File: src/xbar_defs.svh
// Purpose: Address map, field positions and reset values of the crossbar switch.
// Assumes: 32-bit byte addresses; every bound is inclusive.
// Notes:   Definitions only.
`ifndef XBAR_DEFS_SVH
`define XBAR_DEFS_SVH

// =====================================================================
// Sizes
`define XB_NUM_MST         5
`define XB_NUM_TGT         5
`define XB_IDX_W           3

// =====================================================================
// Master indices, listed in falling priority
`define XB_M_CPU           3'h0
`define XB_M_HIDMA         3'h1
`define XB_M_LODMA         3'h2
`define XB_M_HOST          3'h3
`define XB_M_PFILL         3'h4

// =====================================================================
// Address map
`define XB_ROM_END         32'h0005_FFFF
`define XB_RAM_BASE        32'h1000_0000
`define XB_RAM_END         32'h1003_FFFF
`define XB_EXT_BASE        32'h8000_0000
`define XB_EXT_END         32'h9FFF_FFFF
`define XB_CACHE_BASE      32'h2000_0000
`define XB_CACHE_END       32'h2000_001F
`define XB_CFG_BASE        32'h4000_0000
`define XB_CFG_END         32'h4000_0083
`define XB_EXTREG_BASE     32'hF000_0000
`define XB_EXTREG_END      32'hF000_00BF
`define XB_PER_FIRST       8'h41
`define XB_PER_LAST        8'h4A
`define XB_AUD_FIRST       8'h54
`define XB_AUD_LAST        8'h56
`define XB_DMACTL_BASE     32'h6000_0000
`define XB_DMACTL_END      32'h6000_008F
`define XB_DMATBL_HI       8'h61
`define XB_DMATBL_LO       8'h62
`define XB_EVT_BASE        24'h00_8000
`define XB_EVT_END         24'h00_807F
`define XB_XFR_BASE        24'h00_80A0
`define XB_XFR_END         24'h00_81FF

// =====================================================================
// Bridge control register
`define XB_BRIDGE_CTRL     32'h4000_0024
`define XB_BRIDGE_RST_BIT  0
`define XB_BRIDGE_RST_INIT 1'h1

`endif

File: src/xbar_pkg.sv
// Purpose: Types shared by the crossbar switch modules.
// Assumes: xbar_defs.svh supplies the sizes.
// Notes:   Target codes beyond the five groups mark local answers.
`include "xbar_defs.svh"
package xbar_pkg;

	typedef enum logic [2:0] {
		TGT_ONCHIP,
		TGT_EXTERNAL_MEMORY_INTERFACE,
		TGT_PERIPH,
		TGT_AUDIO,
		TGT_DMA,
		TGT_LOCAL,
		TGT_NONE
	} target_t;

	typedef struct packed {
		logic [`XB_NUM_TGT-1:0]                    own_vld;
		logic [`XB_NUM_TGT-1:0][`XB_IDX_W-1:0]     own_idx;
		logic [`XB_NUM_TGT-1:0]                    t_req;
		logic [`XB_NUM_TGT-1:0]                    t_we;
		logic [`XB_NUM_TGT-1:0]                    t_byte;
		logic [`XB_NUM_TGT-1:0][31:0]              t_addr;
		logic [`XB_NUM_TGT-1:0][31:0]              t_wdata;
		logic [`XB_NUM_MST-1:0]                    m_ack;
		logic [`XB_NUM_MST-1:0][31:0]              m_rdata;
		logic                                      bridge_rst;
	} xbar_state_t;

endpackage

File: src/xbar_prio_arb.sv
// Purpose: Fixed-priority pick of one requester for one target.
// Assumes: Index 0 has the highest priority.
// Notes:   Purely combinational; ownership is held by the caller.
`timescale 1ns/1ps
`include "xbar_defs.svh"
module xbar_prio_arb (
	input  wire logic [`XB_NUM_MST-1:0] i_req,
	output logic                        o_any,
	output logic [`XB_IDX_W-1:0]        o_idx
);

	// Scanning downward lets the lowest index overwrite any other pick.
	always_comb begin
		o_any = |i_req;
		o_idx = '0;
		for (int m = `XB_NUM_MST - 1; m >= 0; m--) begin
			if (i_req[m]) begin
				o_idx = m[`XB_IDX_W-1:0];
			end
		end
	end

endmodule // xbar_prio_arb

File: src/xbar_switch.sv
// Purpose: Crossbar switch joining five bus masters to five target groups.
// Assumes: One clock; a master holds its request steady until its ack pulse.
// Notes:   Targets answer a held request with a one-cycle ack.
//
// Contract
// - Five masters reach five targets; different targets run in parallel.
// - Simultaneous contenders: highest priority wins, others stall.
// - An owner keeps the target until its access completes; no preemption. Here setting the bridge reset aborts a DMA or host owner of on-chip memory.
// - High-priority DMA port beats low-priority DMA port.
// - Program fill has fifth, lowest priority at external memory.
// - A bridge stage sits between masters and targets of differing clocks.
// - Memory bridge feeds on-chip memory; program-fill bridge feeds external memory.
// - External memory bridge and CPU data bridge drive targets on peripheral timing.
// - Bridge control bit 0 holds the memory bridge in reset; resets to 1.
// - Upper bridge control bits read indeterminate; software writes zeros.
// - ROM pages and RAM route to the on-chip memory slave port.
// - SDRAM and flash windows route to the external memory interface.
// - Audio data windows route to the audio DMA bus, word only.
// - Configuration registers and peripheral blocks use the configuration bus, word only.
// - Memory and cache control region accepts word accesses only.
// - DMA transfer and event tables, with the gap between them reserved.
// - External memory controller registers are a peripheral register target.
`timescale 1ns/1ps
`include "xbar_defs.svh"
module xbar_switch (
	input  wire logic                                 i_sys_clk,
	input  wire logic                                 i_rst_n,
	input  wire logic [`XB_NUM_MST-1:0]               i_m_req,
	input  wire logic [`XB_NUM_MST-1:0]               i_m_we,
	input  wire logic [`XB_NUM_MST-1:0]               i_m_byte,
	input  wire logic [`XB_NUM_MST-1:0][31:0]         i_m_addr,
	input  wire logic [`XB_NUM_MST-1:0][31:0]         i_m_wdata,
	output logic      [`XB_NUM_MST-1:0]               o_m_ack,
	output logic      [`XB_NUM_MST-1:0][31:0]         o_m_rdata,
	output logic      [`XB_NUM_TGT-1:0]               o_t_req,
	output logic      [`XB_NUM_TGT-1:0]               o_t_we,
	output logic      [`XB_NUM_TGT-1:0]               o_t_byte,
	output logic      [`XB_NUM_TGT-1:0][31:0]         o_t_addr,
	output logic      [`XB_NUM_TGT-1:0][31:0]         o_t_wdata,
	input  wire logic [`XB_NUM_TGT-1:0]               i_t_ack,
	input  wire logic [`XB_NUM_TGT-1:0][31:0]         i_t_rdata,
	output logic                                      o_memory_bridge_reset
);

	// =====================================================================
	// Address decode

	xbar_pkg::xbar_state_t                     cur;
	xbar_pkg::xbar_state_t                     nxt;
	xbar_pkg::target_t [`XB_NUM_MST-1:0]       tgt_sel;
	logic [`XB_NUM_MST-1:0]                    busy_m;
	logic [`XB_NUM_MST-1:0]                    elig;
	logic [`XB_NUM_TGT-1:0][`XB_NUM_MST-1:0]   tgt_req;
	logic [`XB_NUM_TGT-1:0]                    arb_any;
	logic [`XB_NUM_TGT-1:0][`XB_IDX_W-1:0]     arb_idx;
	logic                                      abort_onchip;

	// Word-only regions refuse byte access by treating it as unmapped.
	function automatic xbar_pkg::target_t decode(input logic [31:0] a, input logic b);
		xbar_pkg::target_t t;
		t = xbar_pkg::TGT_NONE;
		if (a <= `XB_ROM_END || (a >= `XB_RAM_BASE && a <= `XB_RAM_END)) begin
			t = xbar_pkg::TGT_ONCHIP;
		end else if (a >= `XB_EXT_BASE && a <= `XB_EXT_END) begin
			t = xbar_pkg::TGT_EXTERNAL_MEMORY_INTERFACE;
		end else if (a == `XB_BRIDGE_CTRL) begin
			t = b ? xbar_pkg::TGT_NONE : xbar_pkg::TGT_LOCAL;
		end else if ((a >= `XB_CFG_BASE && a <= `XB_CFG_END) ||
				(a >= `XB_CACHE_BASE && a <= `XB_CACHE_END) ||
				(a >= `XB_EXTREG_BASE && a <= `XB_EXTREG_END) ||
				(a[31:24] >= `XB_PER_FIRST && a[31:24] <= `XB_PER_LAST)) begin
			t = b ? xbar_pkg::TGT_NONE : xbar_pkg::TGT_PERIPH;
		end else if (a[31:24] >= `XB_AUD_FIRST && a[31:24] <= `XB_AUD_LAST) begin
			t = b ? xbar_pkg::TGT_NONE : xbar_pkg::TGT_AUDIO;
		end else if (a >= `XB_DMACTL_BASE && a <= `XB_DMACTL_END) begin
			t = b ? xbar_pkg::TGT_NONE : xbar_pkg::TGT_DMA;
		end else if ((a[31:24] == `XB_DMATBL_HI || a[31:24] == `XB_DMATBL_LO) &&
				((a[23:0] >= `XB_EVT_BASE && a[23:0] <= `XB_EVT_END) ||
				(a[23:0] >= `XB_XFR_BASE && a[23:0] <= `XB_XFR_END))) begin
			t = xbar_pkg::TGT_DMA;
		end
		return t;
	endfunction

	// A master already owning a target, or acked this cycle, may not be granted again.
	always_comb begin
		busy_m = '0;
		for (int t = 0; t < `XB_NUM_TGT; t++) begin
			if (cur.own_vld[t]) begin
				busy_m[cur.own_idx[t]] = 1'b1;
			end
		end
	end

	// =====================================================================
	// Per-target arbitration

	genvar gt;
	genvar gm;
	generate
		for (gm = 0; gm < `XB_NUM_MST; gm++) begin : g_mst
			assign tgt_sel[gm] = decode(i_m_addr[gm], i_m_byte[gm]);
			assign elig[gm]    = i_m_req[gm] && !cur.m_ack[gm] && !busy_m[gm];
		end
		for (gt = 0; gt < `XB_NUM_TGT; gt++) begin : g_tgt
			for (gm = 0; gm < `XB_NUM_MST; gm++) begin : g_req
				// While the memory bridge is in reset the DMA and host ports stall on it.
				assign tgt_req[gt][gm] = elig[gm] && (int'(tgt_sel[gm]) == gt) &&
					!(gt == int'(xbar_pkg::TGT_ONCHIP) && cur.bridge_rst &&
					gm != int'(`XB_M_CPU) && gm != int'(`XB_M_PFILL));
			end
			// Index order gives CPU, high DMA, low DMA, host, then program fill.
			xbar_prio_arb u_arb (
				.i_req (tgt_req[gt]),
				.o_any (arb_any[gt]),
				.o_idx (arb_idx[gt])
			);
		end
	endgenerate

	assign abort_onchip = cur.bridge_rst && cur.own_vld[xbar_pkg::TGT_ONCHIP] &&
		cur.own_idx[xbar_pkg::TGT_ONCHIP] != `XB_M_CPU &&
		cur.own_idx[xbar_pkg::TGT_ONCHIP] != `XB_M_PFILL;

	// =====================================================================
	// Next state

	always_comb begin
		nxt       = cur;
		nxt.m_ack = '0;
		for (int t = 0; t < `XB_NUM_TGT; t++) begin
			if (cur.own_vld[t]) begin
				// Ownership ends only on the target's ack or an on-chip abort, so no later winner can cut in.
				if (i_t_ack[t] || (t == int'(xbar_pkg::TGT_ONCHIP) && abort_onchip)) begin
					nxt.own_vld[t]                 = 1'b0;
					nxt.t_req[t]                   = 1'b0;
					nxt.m_ack[cur.own_idx[t]]      = 1'b1;
					nxt.m_rdata[cur.own_idx[t]]    = (cur.t_we[t] || !i_t_ack[t]) ? '0 : i_t_rdata[t];
				end
			end else if (arb_any[t]) begin
				// The registered target stage is the bridge between master and target timing.
				nxt.own_vld[t] = 1'b1;
				nxt.own_idx[t] = arb_idx[t];
				nxt.t_req[t]   = 1'b1;
				nxt.t_we[t]    = i_m_we[arb_idx[t]];
				nxt.t_byte[t]  = i_m_byte[arb_idx[t]];
				nxt.t_addr[t]  = i_m_addr[arb_idx[t]];
				nxt.t_wdata[t] = i_m_wdata[arb_idx[t]];
			end
		end
		for (int m = 0; m < `XB_NUM_MST; m++) begin
			if (elig[m] && tgt_sel[m] == xbar_pkg::TGT_LOCAL) begin
				nxt.m_ack[m]   = 1'b1;
				// Upper bits read as zero; only the reset bit is stored.
				nxt.m_rdata[m] = '0;
				nxt.m_rdata[m][`XB_BRIDGE_RST_BIT] = cur.bridge_rst;
				if (i_m_we[m]) begin
					nxt.bridge_rst = i_m_wdata[m][`XB_BRIDGE_RST_BIT];
				end
			end else if (elig[m] && tgt_sel[m] == xbar_pkg::TGT_NONE) begin
				nxt.m_ack[m]   = 1'b1;
				nxt.m_rdata[m] = '0;
			end
		end
	end

	always_ff @(posedge i_sys_clk or negedge i_rst_n) begin
		if (!i_rst_n) begin
			cur            <= '0;
			cur.bridge_rst <= `XB_BRIDGE_RST_INIT;
		end else begin
			cur <= nxt;
		end
	end

	assign o_m_ack               = cur.m_ack;
	assign o_m_rdata             = cur.m_rdata;
	assign o_t_req               = cur.t_req;
	assign o_t_we                = cur.t_we;
	assign o_t_byte              = cur.t_byte;
	assign o_t_addr              = cur.t_addr;
	assign o_t_wdata             = cur.t_wdata;
	assign o_memory_bridge_reset = cur.bridge_rst;

	generate
		for (gt = 0; gt < `XB_NUM_TGT; gt++) begin : g_chk_t

		end
		for (gm = 0; gm < `XB_NUM_MST; gm++) begin : g_chk_m

		end
	endgenerate
endmodule // xbar_switch

File: config.mk
export PLATFORM = sky130hd
export DESIGN_NAME = xbar_switch
export DESIGN_NICKNAME = d
export VERILOG_FILES = /design/src/xbar_pkg.sv /design/src/xbar_prio_arb.sv /design/src/xbar_switch.sv
export VERILOG_INCLUDE_DIRS = /design/src
export SDC_FILE = /design/constraint.sdc
export NUM_CORES = 2
export LEC_CHECK = 0
export ABC_AREA = 1
export BUFFER_PORTS_ARGS = -buffer_cell sky130_fd_sc_hd__buf_2
export CAP_MARGIN = 0
export CORE_AREA = 4 4 386 388
export DETAILED_ROUTE_END_ITERATION = 8
export DIE_AREA = 0 0 390 392
export SYNTH_ARGS = -nofsm -noshare
export SYNTH_HDL_FRONTEND = slang
export SYNTH_SLANG_ARGS = --single-unit
File: constraint.sdc
create_clock -name i_sys_clk -period 3 [get_ports i_sys_clk]
set_input_delay 0.6 -clock i_sys_clk [delete_from_list [all_inputs] [get_ports i_sys_clk]]
set_output_delay 0.6 -clock i_sys_clk [all_outputs]
set_load 0.05 [all_outputs]
Word-level counts from Yosys, hierarchy flattened
Index checks and enable logic that the tools add are counted.

Bitwise gates (word level): 13. Reduce and logical (&&, ||, !) cells: 189. Equal/unequal tests: 51. Order comparisons: 120. Muxes and demuxes: 225.

Operator list (count): $mux 165 (10); $bmux 32 s3 (10); $mux 32 (30); $bwmux 160 (5); $demux 32 s3 (5); $ge 32x31->1 const B (10); $ge 32x32->1 const B (10); $le 32x31->1 const B (10); $le 32x32->1 const B (10); $ge 24x16->1 const B (10); $le 24x16->1 const B (10); $mux 3 (61); $eq 32x31->1 const B (5); $ge 32x29->1 const B (5); $ge 32x30->1 const B (5); $le 32x19->1 const B (5); $le 32x29->1 const B (5); $le 32x30->1 const B (5); $logic_and 1x1->1 (111); $eq 8x7->1 const B (10); $ge 8x7->1 const B (10); $le 8x7->1 const B (10); $eq 3x3->1 const B (25); $mux 1 (65); other kinds (19) (156).

Word-level logic and storage cells: 636. Register bits: 521. Output and inout bits: 501. Input port bits: 502.

Logic depth before layout (Yosys ltp)
Depth in word-level cells: 25. Mapped depth: 24. Gate-level depth less buffers: 23.

Modules after synthesis
Synthesis repeated with hierarchy kept, for this count alone.

Cells, all modules: 6950. Area, all modules: 45125.8 um^2.

Modules (own cells, without submodules): xbar_switch (instances 1, cells an instance 6895, area each 44888.1 um^2, sequential area each 13038.8 um^2); xbar_prio_arb (instances 5, cells an instance 11, area each 47.5 um^2, sequential area each 0.0 um^2).

Worst setup path after synthesis
Ideal clock, no wire load.

Kind: input-to-reg. Start point: in i_m_addr[57] (netlist bit). End point: reg cur (netlist bit o_t_addr[81]). Setup time: 121 ps. Cell stages on the path: 21. Setup slack: 312 ps. Data arrival time: 2567 ps. Buffers on the path: 3. Required time: 2879 ps. Path through: buf_2 -> clkinv_1 -> nand2_2 -> nor2_4 -> nand3b_1 -> nor2_2 -> nand2_1 -> nand3_1 -> nand2_1 -> nand2_1 -> nand2_2 -> nor2_4 -> nand2_4 -> nand2_4 -> nand2_8 -> buf_6 -> buf_2 -> o211ai_1 -> nand2_1 -> nand2_1 -> nand2_1.

Word-level cells in the longest chain between the ends: 16. Elaborated cells between the ends (all ways): 49. Classes of those cells: order compare (17); eq/ne (4); mux (11); reduce/logical (17).

Ends and longest elaborated chain: from (decl) (line xbar_switch.sv:31) `` input wire logic [`XB_NUM_MST-1:0][31:0] i_m_addr, ``; branches (longest 9 deep; another with $ge 32x31->1); $mux 3 * (line xbar_switch.sv:62) `` if (a <= `XB_ROM_END || (a >= `XB_RAM_BASE && a <= `XB_RAM_END)) begin ``; $eq 3x3->1 * (line xbar_switch.sv:108) `assign tgt_req[gt][gm] = elig[gm] && (int'(tgt_sel[gm]) == gt) &&`; $logic_and 1x1->1 * (line xbar_switch.sv:108); $mux 3 (2 in series) (line xbar_prio_arb.sv:17) `if (i_req[m]) begin`; $bmux 32 s3 (line xbar_switch.sv:147) `nxt.t_addr[t] = i_m_addr[arb_idx[t]];`; $mux 32 (implied by the code) (line xbar_switch.sv:147); to (signal assigned) (line xbar_switch.sv:172) `cur <= nxt;`; to (decl) (line xbar_switch.sv:48) `xbar_pkg::xbar_state_t cur;`.

Mark *: on every way between the ends. The select of a mux whose other input is x is not followed. A chain may end at the register's enable or synchronous reset.

Worst setup path after layout
Start point: reg cur[511] (netlist bit). End point: reg cur (netlist bit o_t_addr[120]).

Word-level cells in the longest chain between the ends: 18. Elaborated cells between the ends (all ways): 33. Classes of those cells: order compare (2); mux (11); bitwise (2); reduce/logical (18).

Ends and longest elaborated chain: $lt 3x4->1 (implied by the code) or $ge 3x1->1 (tied branches) (line xbar_switch.sv:90) `busy_m[cur.own_idx[t]] = 1'b1;`; $logic_and 1x1->1 (implied by the code) (line xbar_switch.sv:90); $mux 1 (implied by the code) (line xbar_switch.sv:90); $demux 1 s3 * (line xbar_switch.sv:90); $or 5x5->5 (no source line) *; $mux 5 * (line xbar_switch.sv:89) `if (cur.own_vld[t]) begin`; $or 5x5->5 (no source line); $mux 5 * (line xbar_switch.sv:89); $logic_not 1->1 (line xbar_switch.sv:103) `assign elig[gm] = i_m_req[gm] && !cur.m_ack[gm] && !busy_m[gm];`; $logic_and 1x1->1 (line xbar_switch.sv:103); $logic_and 1x1->1 (line xbar_switch.sv:108); $mux 3 (5 in series) (line xbar_prio_arb.sv:17); $bmux 32 s3 (line xbar_switch.sv:147); $mux 32 (implied by the code) (line xbar_switch.sv:147).

Every way passes the cells marked *; elsewhere a longest branch is shown, timed or not. The select of a mux whose other input is x is not followed.

==> impl_results.md <==
- Status: complete, no violations
- Final setup viols: 0
- Worst slew pin tran: 934 ps
- Design area: 64300 sq um
- DP Wirelength: 278000 microns
- FFs w/ async S/R, synth: 100%
- Max Fclk: 333 MHz
- Drt via density: 5.86
- Max clock buf depth: 3
- Leak Pwr: 0.0348 uW
- H-tree Lvls: 3
- Critical Path RT: 3640 ps
- Most common cell after layout, fill and taps aside: nand2_1
- GRT Total Usage: 44.9%
- Sequential-to-total area share from yosys stat: 27.3%
- XOR/XNOR Fraction of Synth Area: 0%
- Adder-Cell Fraction of Synth Area: 0%
- Initial antenna violation count: 111
- Placer congestion estimate: 1.12
- Full die area: 153000 sq um
- Worst skew pair latency: 720 ps
- Num CTS Buffers: 73
- Pin count of the biggest net entering global routing: 63
- Cell area after synthesis: 47800 sq um
- DR pass1 iterations: 9
- Mux contribution to synthesized area: 0.0210%
- Fin Hold WS: 229 ps
- Final ANT Viol Nets: 0
- Rel. slew slack: 37.6%
- CTS tree: built
- Final hold vios: 0
- Vias in the first global route: 60900
- Cell Area, Placed: 60500 sq um
- Vias: 65400
- EDFF count, synth: 0
- Max cap viols: 0
- Post-synthesis simple-gate area fraction: 31.7%
- Top_reg_cell synth: dfrtp_1
- Final #Nets: 9610
- Commonest cells after routing, fill and taps aside: nand2_1, buf_2, buf_4
- FP Rows: 140
- Drt first-iter violations: 8460
- Core footprint: 145000 sq um
- Crit path DAT: 3640 ps
- Placed Cells: 10900
- Yosys warns: 0
- Crit-path max FO: 31
- Number of remaining DRC errors: 0
- First-pass GRT wire length: 486000 microns
- Worst Skew: 34.7 ps
- Worst IR Drop VDD: 0.580 mV
- Synth Instances: 7849
- Synth Register Bits: 521
- Crit Path Category: register to register
- Crit end category: register
- Final worst path period need: 3000 ps
- Initial core utilization: 32.9%
- Worst min-delay path category: input pin to register
- Total gr overflow: 0
- Die Ht: 392 microns
- Period utilisation layout: 100%
- WL per Instance: 32.6 microns
- Syn nets: 8351
- Pins over their slew limit: 0
- Syn_area_per_cell: 6.09 sq um
- Layout cells sized above 1: 27.7%
- Startpoint types: register
- Clk root buf: clkbuf_16
- Fin cells: 11200
- Largest family of logic cells by synthesized area: simple AND/OR/NAND/NOR gates
- Compound-Gate Fraction of Synth Area: 22.6%
- # clock sinks: 521
- Synthesis-to-finish area growth: 34.5%
- I/O pins: 1003
- I/O Buffers: 1002
- RSZ-0062 raised after global routing: true
- DIE WIDTH: 390 microns
- Worst-path clk slew: 60 ps
- Pwr Density: 794 nW/um^2
- Post-Route WL: 363000 microns
- Synth cell types: 64
-- worst max-delay path, cell delays in order, from the launching register on --
cell and delay [ps]:
dfrtp_2 430, buf_4 140, nand3_2 120, nor2_2 110, nor3_4 180, nand4_4 190, buf_6 190, nor3_4 190
buf_4 170, inv_2 30, nand2_1 120, nand3_4 100, buf_4 160, buf_16 160, buf_4 210, o21ai_1 130
nand2_1 60, nand2_1 60, nand2_1 50, nand2_1 60
-- what timing repair did --
| action | 4_1_cts | 5_1_grt |
|---|---|---|
| pin swaps | 2 | 18 |
| cloned | 0 | 17 |
| hold buffers | 1 | 0 |
| setup endpoints to repair | 127 | 302 |
| buffers inserted | 2 | 22 |
| resized for setup | 16 | 154 |
| endpoints found under the hold margin | 44 | 0 |
-- final timing paths --
check	start	to	slack, ps	cells past startpoint
worst max-delay path	cur[511]$_DFFE_PN0P_	o_t_addr[120]$_DFFE_PN0P_	1	19
worst min-delay path	i_m_wdata[148]	o_t_wdata[116]$_DFFE_PN0P_	230	5
worst max register to register	cur[511]$_DFFE_PN0P_	o_t_addr[120]$_DFFE_PN0P_	1	19
worst min register to register	o_t_addr[158]$_DFFE_PN0P_	o_t_addr[158]$_DFFE_PN0P_	460	1
max in group asynchronous	i_rst_n	o_m_rdata[157]$_DFF_PN0_	1430	3
min in group asynchronous	i_rst_n	o_m_rdata[72]$_DFF_PN0_	560	2
-- cells in the mapped netlist (all sizes together), types with 2 or more instances --
library cell | n | area, sq um
nand2 | 2395 | 9070
o21ai | 867 | 4370
buf | 713 | 4900
inv | 707 | 2650
nor2 | 604 | 2360
a21oi | 539 | 2700
dfrtp | 520 | 13000
nand3 | 518 | 2620
clkbuf | 311 | 1170
o211ai | 153 | 1150
nand4 | 74 | 469
nor3 | 68 | 375
a221oi | 64 | 561
o22ai | 48 | 300
a22oi | 44 | 330
a31oi | 40 | 250
a211oi | 34 | 255
o221ai | 34 | 298
o31ai | 17 | 128
nor4 | 14 | 124
o2111ai | 10 | 87.6
or2 | 10 | 62.6
o21a | 9 | 67.6
o32ai | 9 | 78.8
clkinv | 8 | 30.0
a22o | 6 | 52.6
nand3b | 6 | 45.0
o21bai | 4 | 30.0
o311ai | 4 | 35.0
a221o | 2 | 20.0
a32oi | 2 | 17.5
and2 | 2 | 12.5
o221a | 2 | 22.5
-- state kept, by name, summed over array words and instances (netlist names) --
signal / count
o_t_byte: 5
cur: 20
o_m_ack: 5
o_t_req: 5
o_t_addr: 160
o_m_rdata: 160
o_t_wdata: 160
o_memory_bridge_reset: 1
o_t_we: 5
-- report_power, final --
| group | internal (uW) | leakage (uW) | switching, uW |
|---|---|---|---|
| combinational | 8040 | 0.0269 | 21400 |
| clock | 5370 | 0.00122 | 4140 |
| sequential | 9460 | 0.00664 | 2590 |
-- logic make-up (layout without fill, tap and decap cells) --
| logic type | Yosys count | count (layout) |
|---|---|---|
| AO/OA/AOI/OAI | 1894 | 1894 |
| buffers and inverters | 1739 | 3054 |
| AND/OR/NAND/NOR | 3694 | 3694 |
| other | 0 | 72 |
| multiplexers | 1 | 1 |
| flip-flops | 521 | 521 |
-- area by class of cell --
cell class | instances | area (sq um)
Fill cell | 15700 | 81100
Multi-Input combinational cell | 5589 | 26500
Timing Repair Buffer | 2208 | 16900
Sequential cell | 521 | 13000
Inverter | 715 | 2720
Tap cell | 1917 | 2400
Clock buffer | 92 | 2000
Clock inverter | 39 | 469
Antenna cell | 72 | 180
-- layer usage --
metal / routed length [microns] / vias up / GRT usage, %
met5: 448 / - / 0
met2: 155000 / 4827 / 68.7
li1: - / 28000 / -
met1: 127000 / 31000 / 50.9
met4: 38700 / 70 / 37.8
met3: 41800 / 1470 / 14.7
-- metrics by stage --
stage	util (%)	setup TNS, ps	setup WS, ps	total power, uW
after CTS	43.4	0	8.81	50000
after global routing	44.1	-3130	-101	52500
after detailed placement	41.6	-181990	-791	40400
final	44.2	0	1.43	51000
after floorplan	-	0	312	30900
after global placement	41.6	-179730	-827	40300
No activity file was read; power rests on OpenSTA's default activity.
